$ cat src/rrcc_pkg.sv
// Package holding register map, field positions and types for the ROM region cache control.
package rrcc_pkg;
  // Register byte addresses: printed offsets are not all multiples of four,
  // so each printed offset is an index and the byte address is four times it.
  localparam logic [7:0] IDX_SHADOW_WP   = 8'h32;
  localparam logic [7:0] IDX_DRAM_CTL2   = 8'h35;
  localparam logic [7:0] IDX_SHADOW_CTL3 = 8'h36;
  localparam logic [7:0] IDX_E_CACHE     = 8'h37;
  localparam logic [7:0] IDX_NCB2_CTL    = 8'h3a;
  localparam logic [7:0] IDX_NCB2_START  = 8'h3b;
  localparam logic [7:0] IDX_MISC_CTL    = 8'h3f;
  localparam logic [7:0] IDX_FEAT_CTL1   = 8'ha0;
  localparam logic [7:0] IDX_FEAT_CTL2   = 8'ha1;
  localparam logic [7:0] IDX_L2_CTL      = 8'hd0;
  localparam logic [7:0] IDX_L2_E_EN     = 8'hd1;
  localparam logic [7:0] IDX_L2_CD_EN    = 8'hd2;
  localparam logic [7:0] IDX_SHADOW_EN   = 8'hd3;
  localparam logic [7:0] IDX_STATUS      = 8'hd8;

  // Reset values.
  localparam logic [7:0] RST_DRAM_CTL2 = 8'hff;
  localparam logic [7:0] RST_E_CACHE   = 8'h0f;
  localparam logic [7:0] RST_NCB2_CTL  = 8'h80;
  localparam logic [7:0] RST_ZERO      = 8'h00;

  // Field positions.
  localparam int B_C_EN       = 0;
  localparam int B_GLOBAL_DIS = 1;
  localparam int B_F_EN       = 2;
  localparam int B_C_WP       = 5;
  localparam int B_E_WP       = 3;
  localparam int B_D_WP       = 4;
  localparam int B_NEW_MAP    = 0;
  localparam int B_F_RW       = 1;
  localparam int B_INVAL_EN   = 2;
  localparam int B_L2_EN      = 5;
  localparam int B_NCB_HI     = 0;

  // Size code of the second non-cacheable block that selects 256KB.
  localparam logic [2:0] NCB_SZ_256K = 3'b010;

  // Address fields within the 24-bit processor address.
  localparam logic [3:0] SEG_C = 4'hc;
  localparam logic [3:0] SEG_D = 4'hd;
  localparam logic [3:0] SEG_E = 4'he;
  localparam logic [3:0] SEG_F = 4'hf;
  localparam logic [3:0] TOP_1M = 4'h0;

  typedef struct packed {
    logic [23:0] addr;
    logic        write;
    logic        start;
  } rrcc_cyc_t;

  typedef struct packed {
    logic l1_cacheable;
    logic l2_cacheable;
    logic block_write;
    logic snoop_inval;
    logic valid;
  } rrcc_dec_t;
endpackage : rrcc_pkg

$ cat src/rrcc_top.sv
// ROM region cacheability decision logic with its APB register file.
`timescale 1ns/1ps
`default_nettype none
// Functional notes
// - Nothing in C0000h-FFFFFh is cacheable unless global caching bit is 0.
// - A ROM region is non-cacheable at both levels unless shadowed in DRAM.
// - Mapping mode bit resets to 0 (compatible); 1 adds writability interlock.
// - Compatible mode: C0000h 32KB block L1-cacheable when its enable is 0.
// - C8000h 32KB and D0000h 64KB blocks are never L1-cacheable.
// - Compatible mode: each E-segment 16KB block L1-cacheable when its bit is 0.
// - Compatible mode: F0000h block L1-cacheable when F enable bit is 0.
// - New mode: C0000h L1-cacheable needs enable 0 and C write-protect 0.
// - New mode: E blocks L1-cacheable need enable 0 and E write-protect 0.
// - New mode: F0000h L1-cacheable needs enable 0 and F read-write bit 1.
// - L2 decisions ignore the mapping mode bit.
// - C 16KB blocks L2-cacheable when enabled; writes only if C writable.
// - D 16KB blocks L2-cacheable when enabled; writes only if D writable.
// - E 16KB blocks L2-cacheable when enabled; writes only if E writable.
// - F block L2-cacheable when enable 0; writes only if read-write bit 1.
// - Writes to write-protected shadow block L2 and DRAM updates.
// - Clearing the L2 enable bit disables the external cache.
// - Base variant keeps write-protected DRAM out of the L1 cache.
// - Later variant: invalidate bit plus L1-cacheable shadow write pulses snoop.
// - Misc control resets to 00h; bit 2 enables invalidation on L1-cacheable shadow writes.
// - Block 2 size code 010 means 256KB; start from high bit and start byte.
module rrcc_top #(
  parameter bit LATER_VARIANT = 1'b1
) (
  input  wire logic              clock,
  input  wire logic              rst,
  input  wire logic [11:0]       paddr,
  input  wire logic              psel,
  input  wire logic              penable,
  input  wire logic              pwrite,
  input  wire logic [31:0]       pwdata,
  output logic      [31:0]       prdata,
  output logic                   pready,
  output logic                   pslverr,
  input  wire rrcc_pkg::rrcc_cyc_t cyc,
  output var rrcc_pkg::rrcc_dec_t dec,
  output logic                   l2_enable,
  output logic                   eads_n
);
  // ==========================================================================
  // Register file
  logic [7:0] wp_q, dram2_q, shadow3_q, ecache_q, ncb_ctl_q, ncb_st_q;
  logic [7:0] misc_q, feat1_q, feat2_q, l2ctl_q, l2e_q, l2cd_q, shen_q;

  wire        acc     = psel & penable;
  wire        wr_acc  = acc & pwrite;
  wire [7:0]  idx     = paddr[9:2];
  wire        aligned = (paddr[1:0] == 2'h0) & (paddr[11:10] == 2'h0);
  wire        hit_wp  = aligned & (idx == rrcc_pkg::IDX_SHADOW_WP);
  wire        hit_d2  = aligned & (idx == rrcc_pkg::IDX_DRAM_CTL2);
  wire        hit_s3  = aligned & (idx == rrcc_pkg::IDX_SHADOW_CTL3);
  wire        hit_ec  = aligned & (idx == rrcc_pkg::IDX_E_CACHE);
  wire        hit_nc  = aligned & (idx == rrcc_pkg::IDX_NCB2_CTL);
  wire        hit_ns  = aligned & (idx == rrcc_pkg::IDX_NCB2_START);
  wire        hit_mi  = aligned & (idx == rrcc_pkg::IDX_MISC_CTL);
  wire        hit_f1  = aligned & (idx == rrcc_pkg::IDX_FEAT_CTL1);
  wire        hit_f2  = aligned & (idx == rrcc_pkg::IDX_FEAT_CTL2);
  wire        hit_l2  = aligned & (idx == rrcc_pkg::IDX_L2_CTL);
  wire        hit_le  = aligned & (idx == rrcc_pkg::IDX_L2_E_EN);
  wire        hit_lc  = aligned & (idx == rrcc_pkg::IDX_L2_CD_EN);
  wire        hit_sh  = aligned & (idx == rrcc_pkg::IDX_SHADOW_EN);
  wire        hit_st  = aligned & (idx == rrcc_pkg::IDX_STATUS);
  wire        mapped  = hit_wp | hit_d2 | hit_s3 | hit_ec | hit_nc | hit_ns |
                        hit_mi | hit_f1 | hit_f2 | hit_l2 | hit_le | hit_lc |
                        hit_sh | hit_st;
  wire [7:0]  wd      = pwdata[7:0];

  always_ff @(posedge clock) begin
    if (rst) begin
      wp_q      <= rrcc_pkg::RST_ZERO;
      dram2_q   <= rrcc_pkg::RST_DRAM_CTL2;
      shadow3_q <= rrcc_pkg::RST_ZERO;
      ecache_q  <= rrcc_pkg::RST_E_CACHE;
      ncb_ctl_q <= rrcc_pkg::RST_NCB2_CTL;
      ncb_st_q  <= rrcc_pkg::RST_ZERO;
      misc_q    <= rrcc_pkg::RST_ZERO;
      feat1_q   <= rrcc_pkg::RST_ZERO;
      feat2_q   <= rrcc_pkg::RST_ZERO;
      l2ctl_q   <= rrcc_pkg::RST_ZERO;
      l2e_q     <= rrcc_pkg::RST_ZERO;
      l2cd_q    <= rrcc_pkg::RST_ZERO;
      shen_q    <= rrcc_pkg::RST_ZERO;
    end else if (wr_acc) begin
      if (hit_wp) wp_q <= wd;
      if (hit_d2) dram2_q <= wd;
      if (hit_s3) shadow3_q <= wd;
      if (hit_ec) ecache_q <= wd;
      if (hit_nc) ncb_ctl_q <= wd;
      if (hit_ns) ncb_st_q <= wd;
      if (hit_mi) misc_q <= wd;
      if (hit_f1) feat1_q <= wd;
      if (hit_f2) feat2_q <= wd;
      if (hit_l2) l2ctl_q <= wd;
      if (hit_le) l2e_q <= wd;
      if (hit_lc) l2cd_q <= wd;
      if (hit_sh) shen_q <= wd;
    end
  end

  // ==========================================================================
  // Cacheability decode
  wire [3:0] seg    = cyc.addr[19:16];
  wire [1:0] q16    = cyc.addr[15:14];
  wire       in_1m  = cyc.addr[23:20] == rrcc_pkg::TOP_1M;
  wire       is_c   = in_1m & (seg == rrcc_pkg::SEG_C);
  wire       is_d   = in_1m & (seg == rrcc_pkg::SEG_D);
  wire       is_e   = in_1m & (seg == rrcc_pkg::SEG_E);
  wire       is_f   = in_1m & (seg == rrcc_pkg::SEG_F);
  wire       rom    = is_c | is_d | is_e | is_f;
  // One shadow-enable bit per segment, C/D/E/F in bits 0..3.
  wire [1:0] sidx   = seg[1:0];
  wire       shadow = shen_q[sidx];
  wire       glob   = ~dram2_q[rrcc_pkg::B_GLOBAL_DIS];
  wire       newmap = feat1_q[rrcc_pkg::B_NEW_MAP];
  wire       c_wp   = shadow3_q[rrcc_pkg::B_C_WP];
  wire       d_wp   = wp_q[rrcc_pkg::B_D_WP];
  wire       e_wp   = wp_q[rrcc_pkg::B_E_WP];
  wire       f_rw   = feat2_q[rrcc_pkg::B_F_RW];
  wire       c_en0  = ~dram2_q[rrcc_pkg::B_C_EN];
  wire       f_en0  = ~dram2_q[rrcc_pkg::B_F_EN];
  wire       e_en0  = ~ecache_q[q16];
  wire       c_lo   = ~cyc.addr[15];

  // The new mapping only admits blocks whose shadow copy is writable, so
  // the processor cache cannot diverge from protected DRAM.
  wire l1_c  = c_lo & c_en0 & (~newmap | ~c_wp);
  wire l1_e  = e_en0 & (~newmap | ~e_wp);
  wire l1_f  = f_en0 & (~newmap | f_rw);
  wire l1_sel = (is_c & l1_c) | (is_e & l1_e) | (is_f & l1_f);
  // Base variant never lets a protected block into L1 in either mode.
  wire prot  = (is_c & c_wp) | (is_d & d_wp) | (is_e & e_wp) | (is_f & ~f_rw);
  wire base_ok = LATER_VARIANT | ~prot;
  wire l1_ok = rom & shadow & glob & l1_sel & base_ok;

  wire [1:0] l2i   = q16;
  wire l2_c  = l2cd_q[{1'b0, l2i}] & (~cyc.write | ~c_wp);
  wire l2_d  = l2cd_q[{1'b1, l2i}] & (~cyc.write | ~d_wp);
  wire l2_e  = l2e_q[l2i] & (~cyc.write | ~e_wp);
  wire l2_f  = f_en0 & (~cyc.write | f_rw);
  wire l2_on = l2ctl_q[rrcc_pkg::B_L2_EN];
  wire l2_sel = (is_c & l2_c) | (is_d & l2_d) | (is_e & l2_e) | (is_f & l2_f);
  wire l2_ok = rom & shadow & glob & l2_on & l2_sel;

  wire blk_w = rom & shadow & cyc.write & prot;
  wire inval = LATER_VARIANT & misc_q[rrcc_pkg::B_INVAL_EN] &
               cyc.write & rom & shadow & glob & l1_sel;

  // Second non-cacheable block: size code 010 covers a 256KB window.
  wire ncb_on  = ncb_ctl_q[7:5] == rrcc_pkg::NCB_SZ_256K;
  wire [8:0] ncb_base = {ncb_ctl_q[rrcc_pkg::B_NCB_HI], ncb_st_q};
  wire ncb_hit = ncb_on & (cyc.addr[23:18] == ncb_base[7:2]) &
                 ~ncb_base[8];

  wire [7:0] rd_mux =
      ({8{hit_wp}} & wp_q)      | ({8{hit_d2}} & dram2_q) |
      ({8{hit_s3}} & shadow3_q) | ({8{hit_ec}} & ecache_q) |
      ({8{hit_nc}} & ncb_ctl_q) | ({8{hit_ns}} & ncb_st_q) |
      ({8{hit_mi}} & misc_q)    | ({8{hit_f1}} & feat1_q) |
      ({8{hit_f2}} & feat2_q)   | ({8{hit_l2}} & l2ctl_q) |
      ({8{hit_le}} & l2e_q)     | ({8{hit_lc}} & l2cd_q) |
      ({8{hit_sh}} & shen_q)    |
      ({8{hit_st}} & {3'h0, dec.snoop_inval, dec.block_write,
                      dec.l2_cacheable, dec.l1_cacheable, dec.valid});

  // ==========================================================================
  // Outputs, all registered; a single-cycle APB answer.
  always_ff @(posedge clock) begin
    if (rst) begin
      prdata    <= 32'h0000_0000;
      pready    <= 1'b0;
      pslverr   <= 1'b0;
      dec       <= '0;
      l2_enable <= 1'b0;
      eads_n    <= 1'b1;
    end else begin
      pready    <= psel & ~penable;
      pslverr   <= psel & ~penable & ~mapped;
      prdata    <= {24'h00_0000, rd_mux};
      l2_enable <= l2_on;
      eads_n    <= ~(cyc.start & inval & ~ncb_hit);
      dec.valid        <= cyc.start;
      dec.l1_cacheable <= cyc.start & l1_ok & ~ncb_hit;
      dec.l2_cacheable <= cyc.start & l2_ok & ~ncb_hit;
      dec.block_write  <= cyc.start & blk_w;
      dec.snoop_inval  <= cyc.start & inval & ~ncb_hit;
    end
  end

  // ==========================================================================
  // Assertions
  l1_global_a: assert property (@(posedge clock) disable iff (rst)
    (cyc.start & dram2_q[rrcc_pkg::B_GLOBAL_DIS]) |=> !dec.l1_cacheable
                                                     && !dec.l2_cacheable)
    else $error("Caching reported while globally disabled.");
  shadow_req_a: assert property (@(posedge clock) disable iff (rst)
    (cyc.start & rom & ~shadow) |=> !dec.l1_cacheable && !dec.l2_cacheable)
    else $error("Unshadowed region reported cacheable.");
  mode_reset_a: assert property (@(posedge clock)
    $fell(rst) |-> feat1_q == rrcc_pkg::RST_ZERO
                   && misc_q == rrcc_pkg::RST_ZERO)
    else $error("Mode or misc register not cleared by reset.");
  never_cd_a: assert property (@(posedge clock) disable iff (rst)
    (cyc.start & (is_d | (is_c & cyc.addr[15]))) |=> !dec.l1_cacheable)
    else $error("C8000h or D segment reported L1 cacheable.");
  new_c_a: assert property (@(posedge clock) disable iff (rst)
    (cyc.start & is_c & newmap & c_wp) |=> !dec.l1_cacheable)
    else $error("Protected C block L1 cacheable in new mode.");
  new_f_a: assert property (@(posedge clock) disable iff (rst)
    (cyc.start & is_f & newmap & ~f_rw) |=> !dec.l1_cacheable)
    else $error("Read-only F block L1 cacheable in new mode.");
  l2_read_a: assert property (@(posedge clock) disable iff (rst)
    (cyc.start & is_e & ~cyc.write & shadow & glob & l2_on & l2e_q[l2i]
     & ~ncb_hit) |=> dec.l2_cacheable)
    else $error("Enabled E block read not L2 cacheable.");
  l2_off_a: assert property (@(posedge clock) disable iff (rst)
    !l2ctl_q[rrcc_pkg::B_L2_EN] |=> !dec.l2_cacheable && !l2_enable)
    else $error("L2 used while disabled.");
  wp_block_a: assert property (@(posedge clock) disable iff (rst)
    (cyc.start & cyc.write & is_c & c_wp & shadow) |=> dec.block_write
                                                      && !dec.l2_cacheable)
    else $error("Protected write not blocked.");
  inval_a: assert property (@(posedge clock) disable iff (rst)
    dec.snoop_inval |-> !eads_n ##1 (eads_n || $past(cyc.start)))
    else $error("Snoop pulse not matched on EADS.");
  apb_ready_a: assert property (@(posedge clock) disable iff (rst)
    (psel & ~penable) |=> pready ##1 !pready)
    else $error("APB ready not a single cycle.");
endmodule // rrcc_top
`default_nettype wire

$ cat config.mk
export PLATFORM = sky130hd
export DESIGN_NAME = rrcc_top
export DESIGN_NICKNAME = d
export VERILOG_FILES = /design/src/rrcc_pkg.sv /design/src/rrcc_top.sv
export SDC_FILE = /design/constraint.sdc
export NUM_CORES = 1
export LEC_CHECK = 0
export ABC_AREA = 1
export ABC_CLOCK_PERIOD_IN_PS = 3990
export BUFFER_PORTS_ARGS = -buffer_cell sky130_fd_sc_hd__buf_2
export CORE_ASPECT_RATIO = 1.5
export CORE_MARGIN = 2
export CORE_UTILIZATION = 50
export DETAILED_ROUTE_END_ITERATION = 10
export PLACE_DENSITY = 0.8
export SETUP_SLACK_MARGIN = 0.02
export SYNTH_ARGS = -nofsm -noshare
export SYNTH_HDL_FRONTEND = slang
export SYNTH_SLANG_ARGS = --single-unit
$ cat constraint.sdc
create_clock -name clock -period 3.99 [get_ports clock]
set_input_delay 0.9975 -clock clock [delete_from_list [all_inputs] [get_ports clock]]
set_output_delay 0.9975 -clock clock [all_outputs]
set_load 0.005 [all_outputs]
-- Word-level counts from Yosys, hierarchy flattened
Cells that the tools add are included.
- input port bits: 75
- logic and storage cells: 211
- output and inout bits: 41
- flip-flop bits (word level): 145
- $lt $le $gt $ge: 4
- equality and inequality tests: 20
- reduce and logical (&&, ||, !) cells: 16
- bitwise logic cells: 137
- multiplexer cells: 10
- operators by type and width (kind ; count):
    $and 8x8->8 ; 13
    $or 8x8->8 ; 13
    $and 1x1->1 ; 63
    $eq 8x6->1 const B ; 7
    $eq 8x8->1 const B ; 7
    $or 1x1->1 ; 31
    $reduce_and 2->1 ; 13
    $eq 4x4->1 const B ; 4
    $not 1->1 ; 16
    $lt 2x4->1 const B ; 3
    $bmux 1 s2 ; 5
    $and 8x5->8 ; 1
    $eq 6x6->1 ; 1
    $mux 1 ; 5
    $logic_not 2->1 ; 2
    $logic_not 4->1 ; 1
    $lt 3x4->1 const B ; 1
    $eq 3x2->1 const B ; 1

-- Longest topological paths before layout
Gate-level depths: netlist (run 1).
- word-level depth: 18
- depth in mapped cells: 12
- depth with buffers taken out: 10

-- Least setup slack after synthesis (run 1)
OpenSTA, ideal clock, no wires.
- kind: input-to-reg
- from: input paddr[1]
- to: register l2e_q[5]
- slack: 1.893 ns
- path buffers: 2
- arrival time: 1.980 ns
- library setup time: 0.117 ns
- cell stages on the path: 8
- cell sequence: nor2_1 > nand2_2 > nor2_2 > buf_4 > nand3_2 > buf_4 > o21ai_1 > a21oi_1
- longest elaborated chain between the ends: 4
- ends and longest elaborated chain (element ; line ; RTL):
    from (decl) ; rrcc_top.sv:31 ; input wire logic [11:0] paddr,
    $logic_not 2->1 ; rrcc_top.sv:52 ; wire aligned = (paddr[1:0] == 2'h0) & (paddr[11:10] == 2'h0);
    $and 1x1->1 ; rrcc_top.sv:52 ;
    $and 1x1->1 ; rrcc_top.sv:63 ; wire hit_le = aligned & (idx == rrcc_pkg::IDX_L2_E_EN);
    $reduce_and 2->1 (no source line) ; n/a ;
    to (signal assigned) ; rrcc_top.sv:84 ; l2e_q <= rrcc_pkg::RST_ZERO;
    to (signal assigned) ; rrcc_top.sv:98 ; if (hit_le) l2e_q <= wd;
    to (decl) ; rrcc_top.sv:47 ; logic [7:0] misc_q, feat1_q, feat2_q, l2ctl_q, l2e_q, l2cd_q, shen_q;
Every way passes these cells.
A chain may end at the register's enable or synchronous reset.

-- Worst setup path in the final report (run 1)
- from: input paddr[1]
- to: register prdata[6]
- longest elaborated chain between the ends: 17
- elaborated cells on any way between the ends: 43
- those cells by class: bitwise (42); reduce/logical (1)
- ends and longest elaborated chain (element ; line ; RTL):
    $logic_not 2->1 * ; rrcc_top.sv:52 ;
    $and 1x1->1 * ; rrcc_top.sv:52 ;
    $and 1x1->1 (on tied branches) ; rrcc_top.sv:53, rrcc_top.sv:54 ;
    $and 8x8->8 ; rrcc_top.sv:159 ; ({8{hit_wp}} & wp_q) | ({8{hit_d2}} & dram2_q) |
    $or 8x8->8 (2 in series) ; rrcc_top.sv:159 ;
    $or 8x8->8 (2 in series) ; rrcc_top.sv:160 ; ({8{hit_s3}} & shadow3_q) | ({8{hit_ec}} & ecache_q) |
    $or 8x8->8 (2 in series) ; rrcc_top.sv:161 ; ({8{hit_nc}} & ncb_ctl_q) | ({8{hit_ns}} & ncb_st_q) |
    $or 8x8->8 (2 in series) ; rrcc_top.sv:162 ; ({8{hit_mi}} & misc_q) | ({8{hit_f1}} & feat1_q) |
    $or 8x8->8 (2 in series) ; rrcc_top.sv:163 ; ({8{hit_f2}} & feat2_q) | ({8{hit_l2}} & l2ctl_q) |
    $or 8x8->8 (2 in series) ; rrcc_top.sv:164 ; ({8{hit_le}} & l2e_q) | ({8{hit_lc}} & l2cd_q) |
    $or 8x8->8 * ; rrcc_top.sv:165 ; ({8{hit_sh}} & shen_q) |
    to (signal assigned) ; rrcc_top.sv:182 ; prdata <= {24'h00_0000, rd_mux};
    to (decl) ; rrcc_top.sv:36 ; output logic [31:0] prdata,
Mark *: on every way between the ends. The rest lies on a longest branch, timed or not.

==> results of run 1 <==
[kinds of logic after synthesis]
logic type,synth area share
DFF,0.390
and+or+nand+nor,0.275
buffers and inverters,0.149
other,0.000604
AOI/OAI and AO/OA,0.180
xor gates and xnor gates,0.00564
[worst max-delay path by stage]
stage	startpoint	endpoint	slack (ns)	depth (start not counted)
floorplan	paddr[1]	l2e_q[5]	1.89	8
detailed placement	paddr[1]	prdata[6]	1.09	11
global placement	paddr[1]	prdata[6]	1.10	11
global route	paddr[1]	prdata[6]	1.26	11
finish	paddr[1]	prdata[6]	1.48	11
CTS	paddr[1]	prdata[6]	1.48	11
[metal layers]
layer | GRT usage | routed length, microns
met5 | 0 | 0
met2 | 0.492 | 9120
met3 | 0.0646 | 1510
met1 | 0.319 | 6840
met4 | 0.224 | 1490
[power by group through the flow]
stage                     logic, uW  registers (uW)  clock network (uW)
after CTS                       149            1210                1570
after global routing            167            1210                1630
after detailed placement        148            1240                   0
after floorplan                 105            1240                   0
final                           153            1210                1580
after global placement          145            1240                   0
[synthesized netlist by cell type (2+ instances only)]
master	n	area [sq um]
nor3_1	4	20.0
o21ai_0	72	360
xor2_1	4	35.0
buf_4	34	255
buf_6	2	22.5
o21ai_1	34	170
nand3_1	117	586
nand2_1	133	499
nor2_4	4	45.0
o211ai_1	11	82.6
nor2_2	8	50.1
nand3_2	10	100
clkbuf_1	21	78.8
nand2_2	4	25.0
nor2_1	76	285
inv_2	4	15.0
inv_1	124	465
nand4_1	10	62.6
dfxtp_1	121	2420
buf_2	16	80.1
a21oi_1	100	500
[worst reg2reg max path, stage by stage, from the launching register on]
cell and delay, ns:
dfxtp_1 0.33, inv_1 0.05, o21ai_0 0.50, nand4_1 0.17, nand2_1 0.09, nor2_1 0.05
nor2_1 0.08
[sequential cells by signal, indices dropped and copies added (netlist names), 8 cells and up]
register and cells:
feat1_q 8, l2e_q 8, l2cd_q 8, l2ctl_q 8, dram2_q 8, prdata 8, ncb_st_q 8, misc_q 8
feat2_q 8, ecache_q 8, ncb_ctl_q 8, shen_q 8, wp_q 8, shadow3_q 8
[stage by stage]
step                      instances  power (uW)
after floorplan                 939        1340
after global placement         1081        1380
after detailed placement       1081        1380
after CTS                      1111        2930
after global routing           1111        3000
final                          1111        2940
[layout make-up]
type,count,area (sq um),area share
multi-input cells,616,2950,0.423
flip-flops and latches,121,2420,0.347
inverters,129,487,0.0696
clock buffers,20,437,0.0625
repair buffers,62,345,0.0494
well taps,153,191,0.0274
clock inverters,10,153,0.0218
==> impl_metrics.env, run 1 <==
export IMPL_status="finished clean"
export IMPL_synthCells=916
export IMPL_vias=6174
export IMPL_power_frac_clock=0.536
export IMPL_hp_class="reg -> reg"
export IMPL_holdPathStages=2
export IMPL_gr_usage_all_layers=0.295
export IMPL_crit_type="in -> reg"
export IMPL_grt_max_degree=76
export IMPL_p_int_uw=2280
export IMPL_ys_seq_elements=121
export IMPL_end_kind="register"
export IMPL_cp_slowest_cell="nor2_4"
export IMPL_leakage_uw=0.00300
export IMPL_layout_min_cycle_time_ns=2.51
export IMPL_p_comb_frac=0.052
export IMPL_gp_congestion=0.960
export IMPL_power_switching_uw=662
export IMPL_drv_slew=0
export IMPL_die_height_microns=141
export IMPL_path_cells="buf_2 > nor2_1 > nand2_2 > nor2_4 > buf_4 > nand2_1 > nor2_1 > nor2_1 > nand2_1 > nor2_1 > nor2_1"
export IMPL_clkTransAtPathRegs_ns=0.06
export IMPL_drt_pass1_iterations=6
export IMPL_tns_ns=0
export IMPL_yosysSeqAreaShare=0.390
export IMPL_hold_viol_final=0
export IMPL_cap_violations=0
export IMPL_switching_share=0.225
export IMPL_slew_headroom=0.536
export IMPL_chipWidth_microns=95.0
export IMPL_grt_overflow=0
export IMPL_start_util=0.514
export IMPL_skew_ns=0.00618
export IMPL_cts_resized=0
export IMPL_r2r_end="dec[3]"
export IMPL_fp_row_count=49
export IMPL_cts_tree="done"
export IMPL_crit_fanout=26
export IMPL_cts_setup_buffers=0
export IMPL_final_common_cell="nand2_1"
export IMPL_cp_data_required_time_ns=4.34
export IMPL_pre_cts_slack_ns=1.09
export IMPL_r2r_setup_slack_ns=2.66
export IMPL_fmax_mhz=398
export IMPL_critical_path_buf_inv_count=2
export IMPL_final_cell_area_sq_mm=0.00699
export IMPL_rsz0062_at_grt="false"
export IMPL_fin_crit_sh=0.630
export IMPL_drive_above_1_share=0.129
export IMPL_grt_first_pass_wirelength_mm=29.9
export IMPL_start_kind="primary input"
export IMPL_crit_family="simple AND/OR/NAND/NOR gates"
export IMPL_min_to="feat1_q[1]"
export IMPL_antenna_violating_nets_post_route=0
export IMPL_cp_common_cell="nor2_1"
export IMPL_die_area_sq_mm=0.0134
export IMPL_ioPinCount=116
export IMPL_cts_sinks=121
export IMPL_async_reset_ff_frac=0
export IMPL_portBuffers=53
export IMPL_fin_ws_ns=1.48
export IMPL_cellPowerDensity_mw_per_mm2=421
export IMPL_drc=0
export IMPL_drt_iter0_markers=721
export IMPL_synth_area_per_cell_sq_um=6.78
export IMPL_ctsHoldBuffers=0
export IMPL_wire_per_inst_microns=17.1
export IMPL_cts_buffers=17
export IMPL_ctsRootBufferMaster="clkbuf_16"
export IMPL_reg2reg_depth=6
export IMPL_min_from="feat1_q[1]"
export IMPL_post_dp_cell_area_sq_mm=0.00640
export IMPL_slowest_delay_ns=0.53
export IMPL_final_core_util=0.579
export IMPL_htreeDepth=4
export IMPL_antenna_found_initial=0
export IMPL_nets=1022
export IMPL_grt_pass1_vias=6012
export IMPL_synth_main_ff_cell="dfxtp_1"
export IMPL_antenna_cells=0
export IMPL_cp_arrival_ns=2.86
export IMPL_areaGrowthSynthToFinish_pct=12.5
export IMPL_reg2reg_from="l2cd_q[4]"
export IMPL_p_seq_frac=0.412
export IMPL_final_cell_mix="nand2_1 (133), inv_1 (123), dfxtp_1 (121)"
export IMPL_vias_per_cell=5.56
export IMPL_fillers=1128
export IMPL_place_hpwl_mm=12.7
export IMPL_drt_wl_total_mm=19.0
export IMPL_holdWs_ns=0.443
export IMPL_cts_buffer_depth=2
export IMPL_synth_edf_count=0
export IMPL_clkLatencyLatePin_ns=0.42
export IMPL_ys_warn_count=0
export IMPL_core_area_sq_mm=0.0121
export IMPL_setup_viol=0
export IMPL_ir_worst_vdd_v=0.000291
export IMPL_syn_area_sq_mm=0.00621
export IMPL_yosysUniqueCellTypes=28
export IMPL_worstMarginPinSlew_ns=0.695
Note: power is estimated with default switching activity, not from simulation.
==> run 2: changes to the inputs <==
ABC_CLOCK_PERIOD_IN_PS = 2300   (was 3990)
PLACE_DENSITY = 0.83   (was 0.8)
clock period = 2.3 ns   (was 3.99 ns; I/O delays follow)
==> run 2 against run 1 <==
Effect of this change:
- non-clock buffer count rose by 11
- critical path type unchanged
- utilization is 0.81 points higher
- clock skew rose by 0.0021 ns
- count of clock-buffer cells in the layout grew 6
- global-route usage rose by 0.92 points
- register-to-register slack got worse by 1.7 ns
- final cell count up 0.81%
- sequential power grew 74%
- sequential share of layout area down 0.48 points
- combinational power rose by 81%
- clock power grew 67%
==> impl_metrics.env, run 2 (synthesized netlist as in run 1, its figures left out) <==
export IMPL_antenna_violating_nets_post_route=0
export IMPL_leakage_uw=0.00306
export IMPL_wire_per_inst_microns=17.3
export IMPL_holdWs_ns=0.336
export IMPL_drv_slew=0
export IMPL_worstMarginPinSlew_ns=0.593
export IMPL_status="finished clean"
export IMPL_dp_cells=1092
export IMPL_multi_input_area_sq_mm=0.00295
export IMPL_tns_ns=0
export IMPL_power_total_uw=5020
export IMPL_fmax_mhz=577
export IMPL_met3_usage=0.0791
export IMPL_drt_iter0_markers=772
export IMPL_drive_above_1_share=0.138
export IMPL_cellPowerDensity_mw_per_mm2=708
export IMPL_layout_min_cycle_time_ns=1.73
export IMPL_fin_cells=1120
export IMPL_vias_per_cell=5.67
export IMPL_setup_viol=0
export IMPL_core_area_sq_mm=0.0121
export IMPL_fin_ws_ns=0.566
export IMPL_top_usage_layer="met2"
export IMPL_nets=1033
export IMPL_hold_viol_final=0
export IMPL_gp_congestion=0.972
export IMPL_drt_pass1_iterations=6
export IMPL_final_common_cell="nand2_1"
export IMPL_min_from="penable"
export IMPL_ctsRootBufferMaster="clkbuf_16"
export IMPL_ctsHoldBuffers=0
export IMPL_drt_wl_total_mm=19.4
export IMPL_cts_buffer_depth=2
export IMPL_seq_area_sq_mm=0.00242
export IMPL_cap_violations=0
export IMPL_hp_class="in -> reg"
export IMPL_ir_worst_vdd_v=0.000399
export IMPL_crit_type="in -> reg"
export IMPL_cts_buffers=17
export IMPL_grt_overflow=0
export IMPL_final_cell_mix="nand2_1 (133), inv_1 (123), dfxtp_1 (121)"
export IMPL_cts_setup_buffers=0
export IMPL_fp_row_count=49
export IMPL_start_util=0.514
export IMPL_place_hpwl_mm=13.1
export IMPL_drc=0
export IMPL_antenna_found_initial=0
export IMPL_slew_headroom=0.601
export IMPL_cts_tree="done"
export IMPL_gr_usage_all_layers=0.305
export IMPL_clkTransAtPathRegs_ns=0.05
export IMPL_grt_max_degree=50
export IMPL_use_met2=0.503
export IMPL_chipWidth_microns=95.0
export IMPL_fin_crit_sh=0.754
export IMPL_cts_sinks=121
export IMPL_rsz0062_at_grt="false"
export IMPL_die_height_microns=141
export IMPL_vias=6350
export IMPL_crit_start="paddr[1]"
export IMPL_clkLatencyLatePin_ns=0.42
export IMPL_grt_first_pass_wirelength_mm=30.5
export IMPL_met1_usage=0.315
export IMPL_crit_fanout=40
export IMPL_fillers=1101
export IMPL_die_area_sq_mm=0.0134
export IMPL_cts_resized=0
export IMPL_cp_data_required_time_ns=2.60
export IMPL_reg2reg_from="l2cd_q[4]"
export IMPL_start_kind="primary input"
export IMPL_antenna_cells=0
export IMPL_portBuffers=53
export IMPL_skew_ns=0.00832
export IMPL_grt_pass1_vias=6080
export IMPL_areaGrowthSynthToFinish_pct=14.1
export IMPL_end_kind="register"
export IMPL_htreeDepth=4
export IMPL_ioPinCount=116
export IMPL_pre_cts_slack_ns=0.170
export IMPL_cp_arrival_ns=2.03
==> run 2: stage by stage <==
stage	util	instance area, sq um
after floorplan	-	6300
after global placement	0.539	6510
after detailed placement	0.539	6510
after CTS	0.587	7090
after global routing	0.587	7090
final	0.587	7090
==> run 2: critical path, stage by stage <==
cell and delay (ns):
buf_2 0.09, nor2_1 0.12, nand2_2 0.13, nor2_2 0.19, buf_12 0.23, nand3_2 0.31, o21ai_0 0.31, a21oi_1 0.07
==> run 2: metal layers <==
| layer | vias up | share of wire |
|---|---|---|
| met5 | - | 0 |
| met4 | 0 | 0.091 |
| met2 | 370 | 0.48 |
| met1 | 2832 | 0.35 |
| met3 | 131 | 0.083 |
| li1 | 3017 | - |
==> run 2: power by group <==
part | internal (uW) | switching (uW) | total (uW)
sequential | 2100 | 0.933 | 2100
combinational | 71.5 | 206 | 277
clock | 1740 | 895 | 2640
==> run 2: final cells by class <==
type	instances	share of cell area
Multi-Input combinational cell	616	0.417
Sequential cell	121	0.342
Clock buffer	26	0.0733
Inverter	129	0.0687
Timing Repair Buffer	73	0.0639
Tap cell	153	0.0270
Clock inverter	2	0.00847
==> run 2: final timing paths <==
check / to / slack (ns) / depth (start not counted)
hold / removal: pready / 0.34 / 2
setup / recovery: l2e_q[7] / 0.57 / 8
setup reg to reg: dec[3] / 0.98 / 6
hold reg to reg: wp_q[7] / 0.44 / 2
